==> src/logic/ncd_pkg.sv <==
// Shared constants and types of the memory command dispatcher
package ncd_pkg;

	// Register offsets on the software port
	localparam logic [2:0] OFF_DATA_LO = 3'h0;
	localparam logic [2:0] OFF_DATA_HI = 3'h1;
	localparam logic [2:0] OFF_ADDR_LO = 3'h2;
	localparam logic [2:0] OFF_ADDR_HI = 3'h3;
	localparam logic [2:0] OFF_CTRL    = 3'h4;
	localparam logic [2:0] OFF_KEY     = 3'h5;

	// Bit positions inside memory_control_reg
	localparam int BIT_RD     = 0;
	localparam int BIT_WR     = 1;
	localparam int BIT_WREN   = 2;
	localparam int BIT_ERR    = 3;
	localparam int BIT_ERASE  = 4;
	localparam int BIT_LATCH  = 5;
	localparam int BIT_REGION = 6;

	// Reset values and fixed read-back bits
	localparam logic [7:0] ADDR_LO_RST = 8'h00;
	localparam logic [6:0] ADDR_HI_RST = 7'h00;
	localparam logic [7:0] DATA_LO_RST = 8'h00;
	localparam logic [5:0] DATA_HI_RST = 6'h00;
	localparam logic       ADDR_HI_PAD = 1'b1;

	// Unlock key pair
	localparam logic [7:0] KEY_FIRST  = 8'h55;
	localparam logic [7:0] KEY_SECOND = 8'haa;

	// Write latch row
	localparam int          ROW_WORDS   = 32;
	localparam int          IDX_W       = 5;
	localparam int          WORD_W      = 14;
	localparam logic [4:0]  IDX_LAST    = 5'h1f;
	localparam logic [13:0] LATCH_BLANK = 14'h3fff;

	// Secondary region windows (region bit on top)
	localparam logic [15:0] UID_LO = 16'h8000;
	localparam logic [15:0] UID_HI = 16'h8003;
	localparam logic [15:0] DEV_LO = 16'h8005;
	localparam logic [15:0] DEV_HI = 16'h8006;
	localparam logic [15:0] CFG_LO = 16'h8007;
	localparam logic [15:0] CFG_HI = 16'h800b;
	localparam logic [15:0] EE_LO  = 16'hf000;
	localparam logic [15:0] EE_HI  = 16'hf0ff;

	// Operations offered to the array
	typedef enum logic [1:0] {
		OP_READ       = 2'h0,
		OP_ERASE      = 2'h1,
		OP_ROW_PROG   = 2'h2,
		OP_WORD_WRITE = 2'h3
	} ncd_op_type;

	// Dispatcher sequence
	typedef enum logic [1:0] {
		ST_IDLE   = 2'b00,
		ST_STREAM = 2'b01,
		ST_WAIT   = 2'b11
	} ncd_state_type;

	// Unlock tracker
	typedef enum logic [1:0] {
		ULK_IDLE  = 2'b00,
		ULK_HALF  = 2'b01,
		ULK_ARMED = 2'b11
	} ncd_ulk_type;

endpackage : ncd_pkg

==> src/logic/ncd_nvm_dispatch.sv <==
// Command dispatch, access checks and error flag of the memory controller
//
// Functional notes
// [RULE1] Region bit one selects secondary region
// [RULE2] Unpermitted secondary read clears both data bytes
// [RULE3] User IDs writable; device and config read-only
// [RULE4] Data EEPROM range is read and write
// [RULE5] Trigger on protected address sets error flag
// [RULE6] Reset during self-timed write sets error
// [RULE7] Broken unlock sequence sets error flag
// [RULE8] Error flag cleared only by software write
// [RULE9] Erase-select erases the whole addressed row
// [RULE10] Protected erase or program: abort, flag error
// [RULE11] Latch-only copies data pair into latch
// [RULE12] Row program uses latches, then blanks them
// [RULE13] Software verifies row contents after programming
// [RULE14] Software writes both keys before trigger
// [RULE15] Operations self-timed; trigger cleared at end
// [RULE16] EEPROM read loads only the low byte
// [RULE17] Non-writable secondary target treated as protected
module ncd_nvm_dispatch (
	// Clock and resets
	input  wire logic        clk_sys_i,
	input  wire logic        rst_n_i,
	input  wire logic        por_n_i,
	// Software register port
	input  wire logic [2:0]  reg_addr_i,
	input  wire logic [7:0]  reg_wdata_i,
	input  wire logic        reg_wr_i,
	input  wire logic        reg_rd_i,
	output logic      [7:0]  reg_rdata_o,
	// Memory array
	output logic             arr_start_o,
	output logic      [1:0]  arr_op_o,
	output logic      [15:0] arr_addr_o,
	output logic      [13:0] arr_wdata_o,
	output logic             arr_word_vld_o,
	output logic      [4:0]  arr_word_idx_o,
	input  wire logic [13:0] arr_rdata_i,
	input  wire logic        arr_done_i,
	input  wire logic        wp_i
);

	// Software registers
	logic [7:0]  data_low_byte_reg;
	logic [5:0]  data_high_byte_reg;
	logic [7:0]  addr_low_byte_reg;
	logic [6:0]  addr_high_byte_reg;
	logic        region_select_reg;
	logic        latch_only_reg;
	logic        erase_sel_reg;
	logic        write_en_reg;
	logic        wr_busy_reg;
	logic        rd_busy_reg;
	logic        write_error_flag_reg;
	logic        low_only_reg;
	// Sequencer
	ncd_pkg::ncd_state_type st_reg;
	ncd_pkg::ncd_state_type st_next;
	logic [4:0]  cnt_reg;
	logic        stream_vld_reg;
	logic [4:0]  stream_idx_reg;
	// Reset-abort tracking
	logic        rst_meta_reg;
	logic        rst_sync_reg;
	logic        in_prog_reg;
	logic        err_next;
	logic [13:0] mem_rdata;

	// Address and access decode
	wire [15:0] full_addr  = {region_select_reg, addr_high_byte_reg,
		addr_low_byte_reg};
	wire in_uid  = full_addr >= ncd_pkg::UID_LO && full_addr <= ncd_pkg::UID_HI;
	wire in_dev  = full_addr >= ncd_pkg::DEV_LO && full_addr <= ncd_pkg::DEV_HI;
	wire in_cfg  = full_addr >= ncd_pkg::CFG_LO && full_addr <= ncd_pkg::CFG_HI;
	wire in_ee   = full_addr >= ncd_pkg::EE_LO && full_addr <= ncd_pkg::EE_HI;
	wire sec_rd_ok = in_uid | in_dev | in_cfg | in_ee; // [RULE3] [RULE4]
	wire sec_wr_ok = in_uid | in_ee;                   // [RULE3] [RULE4]

	// Register strobes
	wire ctrl_wr = reg_wr_i && reg_addr_i == ncd_pkg::OFF_CTRL;
	wire key_wr  = reg_wr_i && reg_addr_i == ncd_pkg::OFF_KEY;
	wire idle    = (st_reg == ncd_pkg::ST_IDLE);
	wire armed;
	wire unlock_broken;
	wire wr_req  = ctrl_wr && reg_wdata_i[ncd_pkg::BIT_WR];

	// Trigger and action decode
	wire trig    = wr_req && armed && write_en_reg && idle; // [RULE14]
	wire rd_trig = ctrl_wr && reg_wdata_i[ncd_pkg::BIT_RD] && idle && !trig;
	wire flash_prot = (erase_sel_reg || !latch_only_reg) && wp_i;
	wire trig_fail = trig && (region_select_reg ? !sec_wr_ok   // [RULE17]
		: flash_prot);                                    // [RULE5] [RULE10]
	wire latch_copy = trig && !region_select_reg && !erase_sel_reg
		&& latch_only_reg;                                  // [RULE11]
	wire wr_launch = trig && !trig_fail && !latch_copy;
	wire rd_zero   = rd_trig && region_select_reg && !sec_rd_ok; // [RULE2]
	wire rd_launch = rd_trig && !rd_zero;
	wire op_done   = (st_reg == ncd_pkg::ST_WAIT) && arr_done_i;
	wire prog_start = wr_launch && !region_select_reg && !erase_sel_reg;
	wire [1:0] launch_op = rd_launch ? 2'(ncd_pkg::OP_READ)
		: region_select_reg ? 2'(ncd_pkg::OP_WORD_WRITE)         // [RULE1]
		: erase_sel_reg ? 2'(ncd_pkg::OP_ERASE)                  // [RULE9]
		: 2'(ncd_pkg::OP_ROW_PROG);                              // [RULE12]
	wire rd_done   = op_done && arr_op_o == 2'(ncd_pkg::OP_READ);
	wire latch_clr = op_done && (arr_op_o == 2'(ncd_pkg::OP_ROW_PROG)
		|| arr_op_o == 2'(ncd_pkg::OP_ERASE));                  // [RULE12]
	wire reset_abort = !rst_sync_reg && in_prog_reg;           // [RULE6]
	wire hw_err_set = trig_fail || unlock_broken || reset_abort; // [RULE7]

	// Unlock sequence tracker
	ncd_unlock u_unlock (
		.clk_sys_i (clk_sys_i),
		.rst_n_i   (rst_n_i),
		.any_wr_i  (reg_wr_i),
		.key_wr_i  (key_wr),
		.wdata_i   (reg_wdata_i),
		.trig_wr_i (wr_req),
		.armed_o   (armed),
		.broken_o  (unlock_broken)
	);

	// Write latch row
	ncd_latch_mem u_latch (
		.clk_sys_i (clk_sys_i),
		.rst_n_i   (rst_n_i),
		.wr_en_i   (latch_copy),
		.wr_idx_i  (addr_low_byte_reg[4:0]),
		.wr_data_i ({data_high_byte_reg, data_low_byte_reg}),
		.clr_i     (latch_clr),
		.rd_idx_i  (cnt_reg),
		.rd_data_o (mem_rdata)
	);

	// Sequencer next state
	always_comb begin
		st_next = st_reg;
		case (st_reg)
			ncd_pkg::ST_IDLE: begin
				if (prog_start) begin
					st_next = ncd_pkg::ST_STREAM;
				end else if (wr_launch || rd_launch) begin
					st_next = ncd_pkg::ST_WAIT;
				end
			end
			ncd_pkg::ST_STREAM: begin
				if (cnt_reg == ncd_pkg::IDX_LAST) begin
					st_next = ncd_pkg::ST_WAIT;
				end
			end
			ncd_pkg::ST_WAIT: begin
				if (arr_done_i) begin
					st_next = ncd_pkg::ST_IDLE; // [RULE15]
				end
			end
			default: begin
				st_next = ncd_pkg::ST_IDLE;
			end
		endcase
	end

	// Sequencer, latch streaming and array outputs
	always_ff @(posedge clk_sys_i or negedge rst_n_i) begin
		if (!rst_n_i) begin
			st_reg         <= ncd_pkg::ST_IDLE;
			cnt_reg        <= 5'h00;
			stream_vld_reg <= 1'b0;
			stream_idx_reg <= 5'h00;
			arr_start_o    <= 1'b0;
			arr_op_o       <= 2'(ncd_pkg::OP_READ);
			arr_addr_o     <= 16'h0000;
			arr_wdata_o    <= ncd_pkg::LATCH_BLANK;
			arr_word_vld_o <= 1'b0;
			arr_word_idx_o <= 5'h00;
		end else begin
			st_reg         <= st_next;
			cnt_reg        <= (st_reg == ncd_pkg::ST_STREAM) ? cnt_reg + 5'h01
				: 5'h00;
			stream_vld_reg <= (st_reg == ncd_pkg::ST_STREAM);
			stream_idx_reg <= cnt_reg;
			arr_start_o    <= wr_launch || rd_launch;
			arr_word_vld_o <= stream_vld_reg;
			arr_word_idx_o <= stream_idx_reg;
			if (wr_launch || rd_launch) begin
				arr_op_o    <= launch_op;
				arr_addr_o  <= full_addr; // [RULE1]
				arr_wdata_o <= {data_high_byte_reg, data_low_byte_reg};
			end else if (stream_vld_reg) begin
				arr_wdata_o <= mem_rdata; // [RULE12]
			end
		end
	end

	// Control bits, busy bits and software registers
	always_ff @(posedge clk_sys_i or negedge rst_n_i) begin
		if (!rst_n_i) begin
			region_select_reg  <= 1'b0;
			latch_only_reg     <= 1'b0;
			erase_sel_reg      <= 1'b0;
			write_en_reg       <= 1'b0;
			wr_busy_reg        <= 1'b0;
			rd_busy_reg        <= 1'b0;
			low_only_reg       <= 1'b0;
			addr_low_byte_reg  <= ncd_pkg::ADDR_LO_RST;
			addr_high_byte_reg <= ncd_pkg::ADDR_HI_RST;
		end else begin
			if (ctrl_wr) begin
				region_select_reg <= reg_wdata_i[ncd_pkg::BIT_REGION];
				latch_only_reg    <= reg_wdata_i[ncd_pkg::BIT_LATCH];
				erase_sel_reg     <= reg_wdata_i[ncd_pkg::BIT_ERASE];
				write_en_reg      <= reg_wdata_i[ncd_pkg::BIT_WREN];
			end
			if (op_done && arr_op_o == 2'(ncd_pkg::OP_ERASE)) begin
				erase_sel_reg <= 1'b0;
			end
			if (wr_launch) begin
				wr_busy_reg <= 1'b1;
			end else if (op_done) begin
				wr_busy_reg <= 1'b0; // [RULE15]
			end
			if (rd_launch) begin
				rd_busy_reg  <= 1'b1;
				low_only_reg <= region_select_reg && in_ee;
			end else if (op_done) begin
				rd_busy_reg <= 1'b0;
			end
			if (reg_wr_i && reg_addr_i == ncd_pkg::OFF_ADDR_LO && idle) begin
				addr_low_byte_reg <= reg_wdata_i;
			end
			if (reg_wr_i && reg_addr_i == ncd_pkg::OFF_ADDR_HI && idle) begin
				addr_high_byte_reg <= reg_wdata_i[6:0];
			end
		end
	end

	// Data pair: array read result wins over software
	always_ff @(posedge clk_sys_i or negedge rst_n_i) begin
		if (!rst_n_i) begin
			data_low_byte_reg  <= ncd_pkg::DATA_LO_RST;
			data_high_byte_reg <= ncd_pkg::DATA_HI_RST;
		end else if (rd_zero) begin
			data_low_byte_reg  <= 8'h00; // [RULE2]
			data_high_byte_reg <= 6'h00; // [RULE2]
		end else if (rd_done) begin
			data_low_byte_reg <= arr_rdata_i[7:0];
			if (!low_only_reg) begin
				data_high_byte_reg <= arr_rdata_i[13:8]; // [RULE16]
			end
		end else if (reg_wr_i) begin
			if (reg_addr_i == ncd_pkg::OFF_DATA_LO) begin
				data_low_byte_reg <= reg_wdata_i;
			end
			if (reg_addr_i == ncd_pkg::OFF_DATA_HI) begin
				data_high_byte_reg <= reg_wdata_i[5:0];
			end
		end
	end

	// Error flag: hardware set beats software write
	always_comb begin
		err_next = write_error_flag_reg;
		if (ctrl_wr) begin
			err_next = reg_wdata_i[ncd_pkg::BIT_ERR]; // [RULE8]
		end
		if (hw_err_set) begin
			err_next = 1'b1; // [RULE5] [RULE7] [RULE17]
		end
	end

	// Power-on domain: reset seen through two flops, abort tracking
	always_ff @(posedge clk_sys_i or negedge por_n_i) begin
		if (!por_n_i) begin
			rst_meta_reg         <= 1'b0;
			rst_sync_reg         <= 1'b0;
			in_prog_reg          <= 1'b0;
			write_error_flag_reg <= 1'b0;
		end else begin
			rst_meta_reg         <= rst_n_i;
			rst_sync_reg         <= rst_meta_reg;
			write_error_flag_reg <= err_next; // [RULE8]
			if (!rst_sync_reg) begin
				in_prog_reg <= 1'b0; // [RULE6]
			end else if (wr_launch) begin
				in_prog_reg <= 1'b1;
			end else if (op_done) begin
				in_prog_reg <= 1'b0;
			end
		end
	end

	// Read-back mux; data stands one cycle after the strobe
	wire [7:0] ctrl_view = {1'b0, region_select_reg, latch_only_reg,
		erase_sel_reg, write_error_flag_reg, write_en_reg, wr_busy_reg,
		rd_busy_reg};
	wire [7:0] rd_mux =
		(reg_addr_i == ncd_pkg::OFF_DATA_LO) ? data_low_byte_reg
		: (reg_addr_i == ncd_pkg::OFF_DATA_HI) ? {2'b00, data_high_byte_reg}
		: (reg_addr_i == ncd_pkg::OFF_ADDR_LO) ? addr_low_byte_reg
		: (reg_addr_i == ncd_pkg::OFF_ADDR_HI)
			? {ncd_pkg::ADDR_HI_PAD, addr_high_byte_reg}
		: (reg_addr_i == ncd_pkg::OFF_CTRL) ? ctrl_view
		: 8'h00;

	always_ff @(posedge clk_sys_i or negedge rst_n_i) begin
		if (!rst_n_i) begin
			reg_rdata_o <= 8'h00;
		end else begin
			reg_rdata_o <= reg_rd_i ? rd_mux : 8'h00;
		end
	end
endmodule : ncd_nvm_dispatch

==> src/logic/ncd_latch_mem.sv <==
// Row of write latches with registered read port and bulk clear
module ncd_latch_mem (
	// Clock and reset
	input  wire logic        clk_sys_i,
	input  wire logic        rst_n_i,
	// Write port
	input  wire logic        wr_en_i,
	input  wire logic [4:0]  wr_idx_i,
	input  wire logic [13:0] wr_data_i,
	input  wire logic        clr_i,
	// Read port
	input  wire logic [4:0]  rd_idx_i,
	output logic      [13:0] rd_data_o
);

	logic [13:0] word_reg [ncd_pkg::ROW_WORDS];

	// One latch per entry; clear returns all to blank
	for (genvar g = 0; g < ncd_pkg::ROW_WORDS; g++) begin : g_word
		always_ff @(posedge clk_sys_i or negedge rst_n_i) begin
			if (!rst_n_i) begin
				word_reg[g] <= ncd_pkg::LATCH_BLANK;
			end else if (clr_i) begin
				word_reg[g] <= ncd_pkg::LATCH_BLANK;
			end else if (wr_en_i && wr_idx_i == 5'(g)) begin
				word_reg[g] <= wr_data_i;
			end
		end
	end

	// Registered read
	always_ff @(posedge clk_sys_i or negedge rst_n_i) begin
		if (!rst_n_i) begin
			rd_data_o <= ncd_pkg::LATCH_BLANK;
		end else begin
			rd_data_o <= word_reg[rd_idx_i];
		end
	end

endmodule : ncd_latch_mem

==> src/logic/ncd_unlock.sv <==
// Tracks the two-key unlock sequence ahead of a write trigger
module ncd_unlock (
	// Clock and reset
	input  wire logic       clk_sys_i,
	input  wire logic       rst_n_i,
	// Observed register writes
	input  wire logic       any_wr_i,
	input  wire logic       key_wr_i,
	input  wire logic [7:0] wdata_i,
	input  wire logic       trig_wr_i,
	// Status
	output logic            armed_o,
	output logic            broken_o
);

	ncd_pkg::ncd_ulk_type st_reg;
	ncd_pkg::ncd_ulk_type st_next;

	// After the first key, any write other than the expected one breaks the sequence
	always_comb begin
		st_next  = st_reg;
		broken_o = 1'b0;
		if (any_wr_i) begin
			case (st_reg)
				ncd_pkg::ULK_IDLE: begin
					if (key_wr_i && wdata_i == ncd_pkg::KEY_FIRST) begin
						st_next = ncd_pkg::ULK_HALF;
					end
				end
				ncd_pkg::ULK_HALF: begin
					if (key_wr_i && wdata_i == ncd_pkg::KEY_SECOND) begin
						st_next = ncd_pkg::ULK_ARMED;
					end else begin
						st_next  = ncd_pkg::ULK_IDLE;
						broken_o = 1'b1;
					end
				end
				ncd_pkg::ULK_ARMED: begin
					st_next  = ncd_pkg::ULK_IDLE;
					broken_o = !trig_wr_i;
				end
				default: begin
					st_next = ncd_pkg::ULK_IDLE;
				end
			endcase
		end
	end

	// State register
	always_ff @(posedge clk_sys_i or negedge rst_n_i) begin
		if (!rst_n_i) begin
			st_reg <= ncd_pkg::ULK_IDLE;
		end else begin
			st_reg <= st_next;
		end
	end

	assign armed_o = (st_reg == ncd_pkg::ULK_ARMED);

endmodule : ncd_unlock

==> config.mk <==
export PLATFORM = sky130hd
export DESIGN_NAME = ncd_nvm_dispatch
export DESIGN_NICKNAME = d
export VERILOG_FILES = /design/src/logic/ncd_pkg.sv /design/src/logic/ncd_nvm_dispatch.sv /design/src/logic/ncd_latch_mem.sv /design/src/logic/ncd_unlock.sv
export SDC_FILE = /design/constraint.sdc
export NUM_CORES = 1
export LEC_CHECK = 0
export ABC_CLOCK_PERIOD_IN_PS = 5600
export BUFFER_PORTS_ARGS = -buffer_cell sky130_fd_sc_hd__buf_2
export CORE_ASPECT_RATIO = 0.5
export CORE_MARGIN = 2
export CORE_UTILIZATION = 50
export CTS_BUF_LIST = sky130_fd_sc_hd__clkbuf_8
export DETAILED_ROUTE_END_ITERATION = 10
export GPL_ROUTABILITY_DRIVEN = 1
export PLACE_DENSITY_LB_ADDON = 0.1
export SYNTH_ARGS = -nofsm -noshare
export SYNTH_HDL_FRONTEND = slang
export SYNTH_SLANG_ARGS = --single-unit
==> constraint.sdc <==
create_clock -name clk_sys_i -period 5.6 [get_ports clk_sys_i]
set_input_delay 1.4 -clock clk_sys_i [delete_from_list [all_inputs] [get_ports clk_sys_i]]
set_output_delay 1.4 -clock clk_sys_i [all_outputs]
set_load 0.02 [all_outputs]
; ---- Word level (Yosys, flattened, before mapping)
; Index checks and enable logic that the tools add are counted.
[classes]
add_sub_neg = 1
n_reduce_logical = 134
bitwise = 5
n_mux = 108
eq_ne = 51
order_cmp = 9
[ops]
columns = cell, count
row1 = $mux W14, 68
row2 = $eq A5 B5 Y1 const B, 17
row3 = $reduce_bool A2 Y1, 37
row4 = $mux W8, 9
row5 = $bmux W14 S5, 1
row6 = $logic_and A1 B1 Y1, 69
row7 = $ge A16 B16 Y1 const B, 4
row8 = $le A16 B16 Y1 const B, 4
row9 = $eq A5 B4 Y1 const B, 8
row10 = $mux W6, 5
row11 = $eq A5 B3 Y1 const B, 4
row12 = $mux W2, 9
row13 = $logic_not A1 Y1, 11
row14 = $mux W1, 11
row15 = $eq A5 B2 Y1 const B, 2
row16 = $reduce_bool A3 Y1, 3
row17 = $eq A8 B7 Y1 const B, 1
row18 = $eq A8 B8 Y1 const B, 1
row19 = $mux W7, 1
row20 = $eq A2 B1 Y1 const B, 3
row21 = $eq A2 B2 Y1 const B, 3
row22 = $eq A3 B2 Y1 const B, 2
row23 = $eq A3 B3 Y1 const B, 2
row24 = $ge A6 B6 Y1 const B, 1
row25 = other kinds (19), 32
[totals]
inputBits = 32
elab_cells = 368
output_inout_bits = 47
register_bits = 564

; ---- Longest topological paths before layout
[depth]
depth_word = 16
mapped_depth = 10

; ---- By module
; A second synthesis with hierarchy kept.
[unflattened]
cells_unflattened = 2748
hier_area_um2 = 28878.9
[by_module_without_submodules]
columns = mod, cells_per_inst, area_each_um2, instances
row1 = ncd_latch_mem, 2358, 24038.1, 1
row2 = ncd_nvm_dispatch, 373, 4677.0, 1
row3 = ncd_unlock, 17, 163.9, 1

; ---- Worst setup path after synthesis
; OpenSTA, ideal clock, no wires.
[synth_path]
path_type = input port to flip-flop
start = input reg_addr_i[1]
end = register u_latch.word_reg[245] (netlist bit)
arrival_ns = 3.342
setup_slack_ns = 2.190
path_buffers = 5
path_stages = 10
required_ns = 5.532
cell_sequence = buf_2 -> nand4bb_1 -> buf_4 -> or4_4 -> buf_6 -> buf_12 -> nor3_4 -> buf_6 -> nor3_1 -> a21oi_2
[synth_between]
elab_chain_len = 11
[synth_rtl]
columns = item, line
row1 = from (decl), ncd_nvm_dispatch.sv:27  ; input wire logic [2:0] reg_addr_i,
row2 = $eq A3 B3 Y1, ncd_nvm_dispatch.sv:81  ; wire ctrl_wr = reg_wr_i && reg_addr_i == ncd_pkg::OFF_CTRL;
row3 = $logic_and A1 B1 Y1, ncd_nvm_dispatch.sv:81
row4 = $logic_and A1 B1 Y1, ncd_nvm_dispatch.sv:86  ; wire wr_req = ctrl_wr && reg_wdata_i[ncd_pkg::BIT_WR];
row5 = $logic_and A1 B1 Y1 (3 in a row), ncd_nvm_dispatch.sv:89  ; wire trig = wr_req && armed && write_en_reg && idle;
row6 = $logic_and A1 B1 Y1 (2 in a row), ncd_nvm_dispatch.sv:94  ; wire latch_copy = trig && !region_select_reg && !erase_sel_reg
row7 = $logic_and A1 B1 Y1, ncd_nvm_dispatch.sv:95  ; && latch_only_reg;
row8 = $logic_and A1 B1 Y1, ncd_latch_mem.sv:25  ; end else if (wr_en_i && wr_idx_i == 5'(g)) begin
row9 = $reduce_bool A2 Y1 (no line), n/a
row10 = "to (signal, indexed assignment)", ncd_latch_mem.sv:22  ; word_reg[g] <= ncd_pkg::LATCH_BLANK;
row11 = "to (signal, indexed assignment)", ncd_latch_mem.sv:24  ; word_reg[g] <= ncd_pkg::LATCH_BLANK;
row12 = "to (signal, indexed assignment)", ncd_latch_mem.sv:26  ; word_reg[g] <= wr_data_i;
row13 = to (decl), ncd_latch_mem.sv:16  ; logic [13:0] word_reg [ncd_pkg::ROW_WORDS];
; No other way between the ends.
; A chain may end at the register's enable or synchronous reset.

; ---- Final worst setup path
[layout_path]
start = input reg_addr_i[2]
end = register u_latch.word_reg[207] (netlist bit)
; Same word-level chain as after synthesis.

==> run summary <==
* **critical-path maximum fanout** 21
* **Netlist Area Pre-Place** 26950 um2
* **CTS tree** done
* **end-of-flow core utilization** 0.5557
* **Tot Pwr** 10.05 mW
* **row count** 60
* **global-route wire length before repair** 112500 um
* **wire length per cell** 23.84 um
* **worst hold margin** 0.3489 ns
* **clock input transition at the sequential cells of the worst setup and hold paths** 0.06 ns
* **cell chosen for the clock root** clkbuf_8
* **final worst clock skew** 0.03671 ns
* **VDD IR max** 0.2538 mV
* **Max Buffers Root-to-Sink** 3
* **average cell area after synthesis** 11.92 um2
* **min setup slack post-route** 1.816 ns
* **final hold vios** 0
* **combined global-route utilization of all metal layers** 0.2656
* **Die Wd** 332.3 um
* **required time of the worst setup path** 6.15 ns
* **antenna violations before repair** 3
* **Post-CTS Hold Buffers** 0
* **RSZ-0062 raised after global routing** false
* **total of cells resized after clock tree synthesis** 0
* **hpwl dp** 43030 um
* **count of routing violations after the opening detailed-route iteration** 1551
* **Synth cell types** 65
* **Cell Area, Placed** 27950 um2
* **Arrival @ worst endpoint** 4.34 ns
* **number of pins with negative max-slew slack in the final report** 0
* **summed area of non-filler cells in the final layout** 29740 um2
* **most common cell after layout, fill and taps aside** dfstp_2
* **Worst-Skew Late Latency** 0.68 ns
* **upper clock frequency limit** 0.2643 GHz
* **crit path time final** 3.784 ns
* **max FFs per register** 448
* **Critical Path Start Type** primary input
* **run status** finished clean
* **net count of the mapped netlist** 2297
* **Least-Margin Pin Slew** 1.308 ns
* **Post-synth EDFFs** 0
* **critical path endpoint category** flip-flop
* **starting utilization of the core area** 0.5035
* **number of synthesized register bits** 564
* **number of I/O pins** 79
* **Core Box Area** 53530 um2
* **sequential element share of the synthesized area** 0.5457
* **Setup CP Type** in2reg
* **Async S/R FF share, synth** 1.000
* **final estimated routing congestion in global placement** 0.8653
* **final worst-path cycle share** 0.6757
* **most common flop cell mapped by yosys** dfstp_2
* **Worst Hold Class** reg2reg
* **via count of the first global-routing pass** 18000
* **max cap viols** 0
* **DRC violation count after routing** 0
* **setup tns final** 0 ns
* **commonest cells after routing, fill and taps aside** dfstp_2, nand2_1, a21oi_1, mux2i_1, nor3_1
* **Pwr per Cell Area** 338.0 nW/um2
* **Setup Slack @ Placement** 1.175 ns
* **count of mapped cells out of synthesis** 2261
* **total iterations of the first detailed-routing run** 5
* **setup violators final** 0
* **die height** 168.2 um
* **relative max-transition margin** 0.1249
* **Inserted Clock Buffers** 83
* **number of cells in the finished layout apart from fillers** 3064
* **Layout Nets** 2316
* **routed wire length** 73050 um
* **# Post-CTS Setup Buffers** 0
* **ANT nets after route** 0
* **Inst Count DP** 2908
* **area growth from synthesis to layout** 10.36%
* **Die Footprint** 55890 um2
* **TritonCTS sink count** 564
* **Ys Warns** 0
* **average via count per standard cell** 5.905
* **total via count after detailed routing** 18094
* **Congestion Overflow GR** 0
* **fraction of final layout cells sized beyond drive strength 1** 0.4172
* **leakage power** 14.01 nW
* **H-tree depth** 3
* **pin count of the biggest net entering global routing** 225
* **count of input and output buffers** 78
worst max-delay path, stage by stage:
cell and delay (ns):
buf_2 0.28, nand4bb_1 0.40, nor4_4 0.98, nand4_2 0.78
mux2i_1 0.37, nand2_1 0.09
layer usage:
layer  vias up  GRT usage  routed length (um)
met3       117    0.07084                5839
met1      9264     0.3957               33820
li1       8176          -                   -
met5         -          0                   0
met2       537     0.3870               31900
met4         0    0.06542                1488
cell families (layout without fill, tap and decap cells):
kind of cell | Yosys count | count (layout) | synth area share
compound gates | 315 | 315 | 0.06764
xor+xnor | 2 | 2 | 0.0006500
fa+ha+maj | 4 | 4 | 0.001857
buf+inv | 231 | 319 | 0.03946
flops | 564 | 564 | 0.5458
mux | 404 | 404 | 0.2080
other cells | 0 | 2 | 0
simple gates | 741 | 741 | 0.1367
power by group:
part	switching, mW	total [mW]	internal, mW	leakage [nW]
logic	1.15	1.78	0.630	6.97
clock network	1.67	3.58	1.91	1.02
registers	0.427	4.69	4.27	6.03
total	3.24	10.1	6.81	14.0
synthesized netlist by cell type, types with 6 or more instances:
cell	n	share of area
dfstp_2	476	0.46
nand2_1	305	0.042
a21oi_1	231	0.043
mux2i_1	227	0.084
nor3_1	224	0.042
clkbuf_1	145	0.020
mux4_2	115	0.096
dfrtp_1	88	0.082
nand3_1	66	0.012
mux2_2	56	0.023
buf_2	45	0.0084
nor2_1	44	0.0061
nor3_4	16	0.0097
a211oi_1	15	0.0042
a221oi_1	15	0.0049
nand4_1	15	0.0035
a22o_1	14	0.0045
buf_6	14	0.0058
nor2b_1	13	0.0030
a21oi_2	12	0.0039
and2_1	11	0.0026
inv_1	11	0.0015
buf_1	10	0.0014
nand2b_1	10	0.0023
o21ai_0	8	0.0015
nand4_2	6	0.0028
final cells by class:
class	count	area (um2)
antenna	2	5.005
tap	713	892.1
sequential	564	14720
inverter	11	41.29
fill	4557	23780
clock inverter	50	355.3
timing repair buffer	154	1071
multi-input combinational	1466	11230
clock buffer	104	1431
path summary, 6_finish.rpt:
check                                              start                           endpoint  slack, ns  cells after the start
hold reg to reg              stream_idx_reg[3]$_DFF_PN0_        arr_word_idx_o[3]$_DFF_PN0_       0.35                      0
min in group asynchronous                        por_n_i   write_error_flag_reg$_DFFE_PN0P_       0.54                      1
setup / recovery                           reg_addr_i[2]  u_latch.word_reg[207]$_DFFE_PN1P_       1.82                      6
setup reg to reg           region_select_reg$_DFFE_PN0N_  u_latch.word_reg[207]$_DFFE_PN1P_       2.35                      5
max in group asynchronous                        rst_n_i   u_latch.word_reg[39]$_DFFE_PN1P_       3.74                      2
hold / removal               stream_idx_reg[3]$_DFF_PN0_        arr_word_idx_o[3]$_DFF_PN0_       0.35                      0
(Power assumes the default switching activity.)
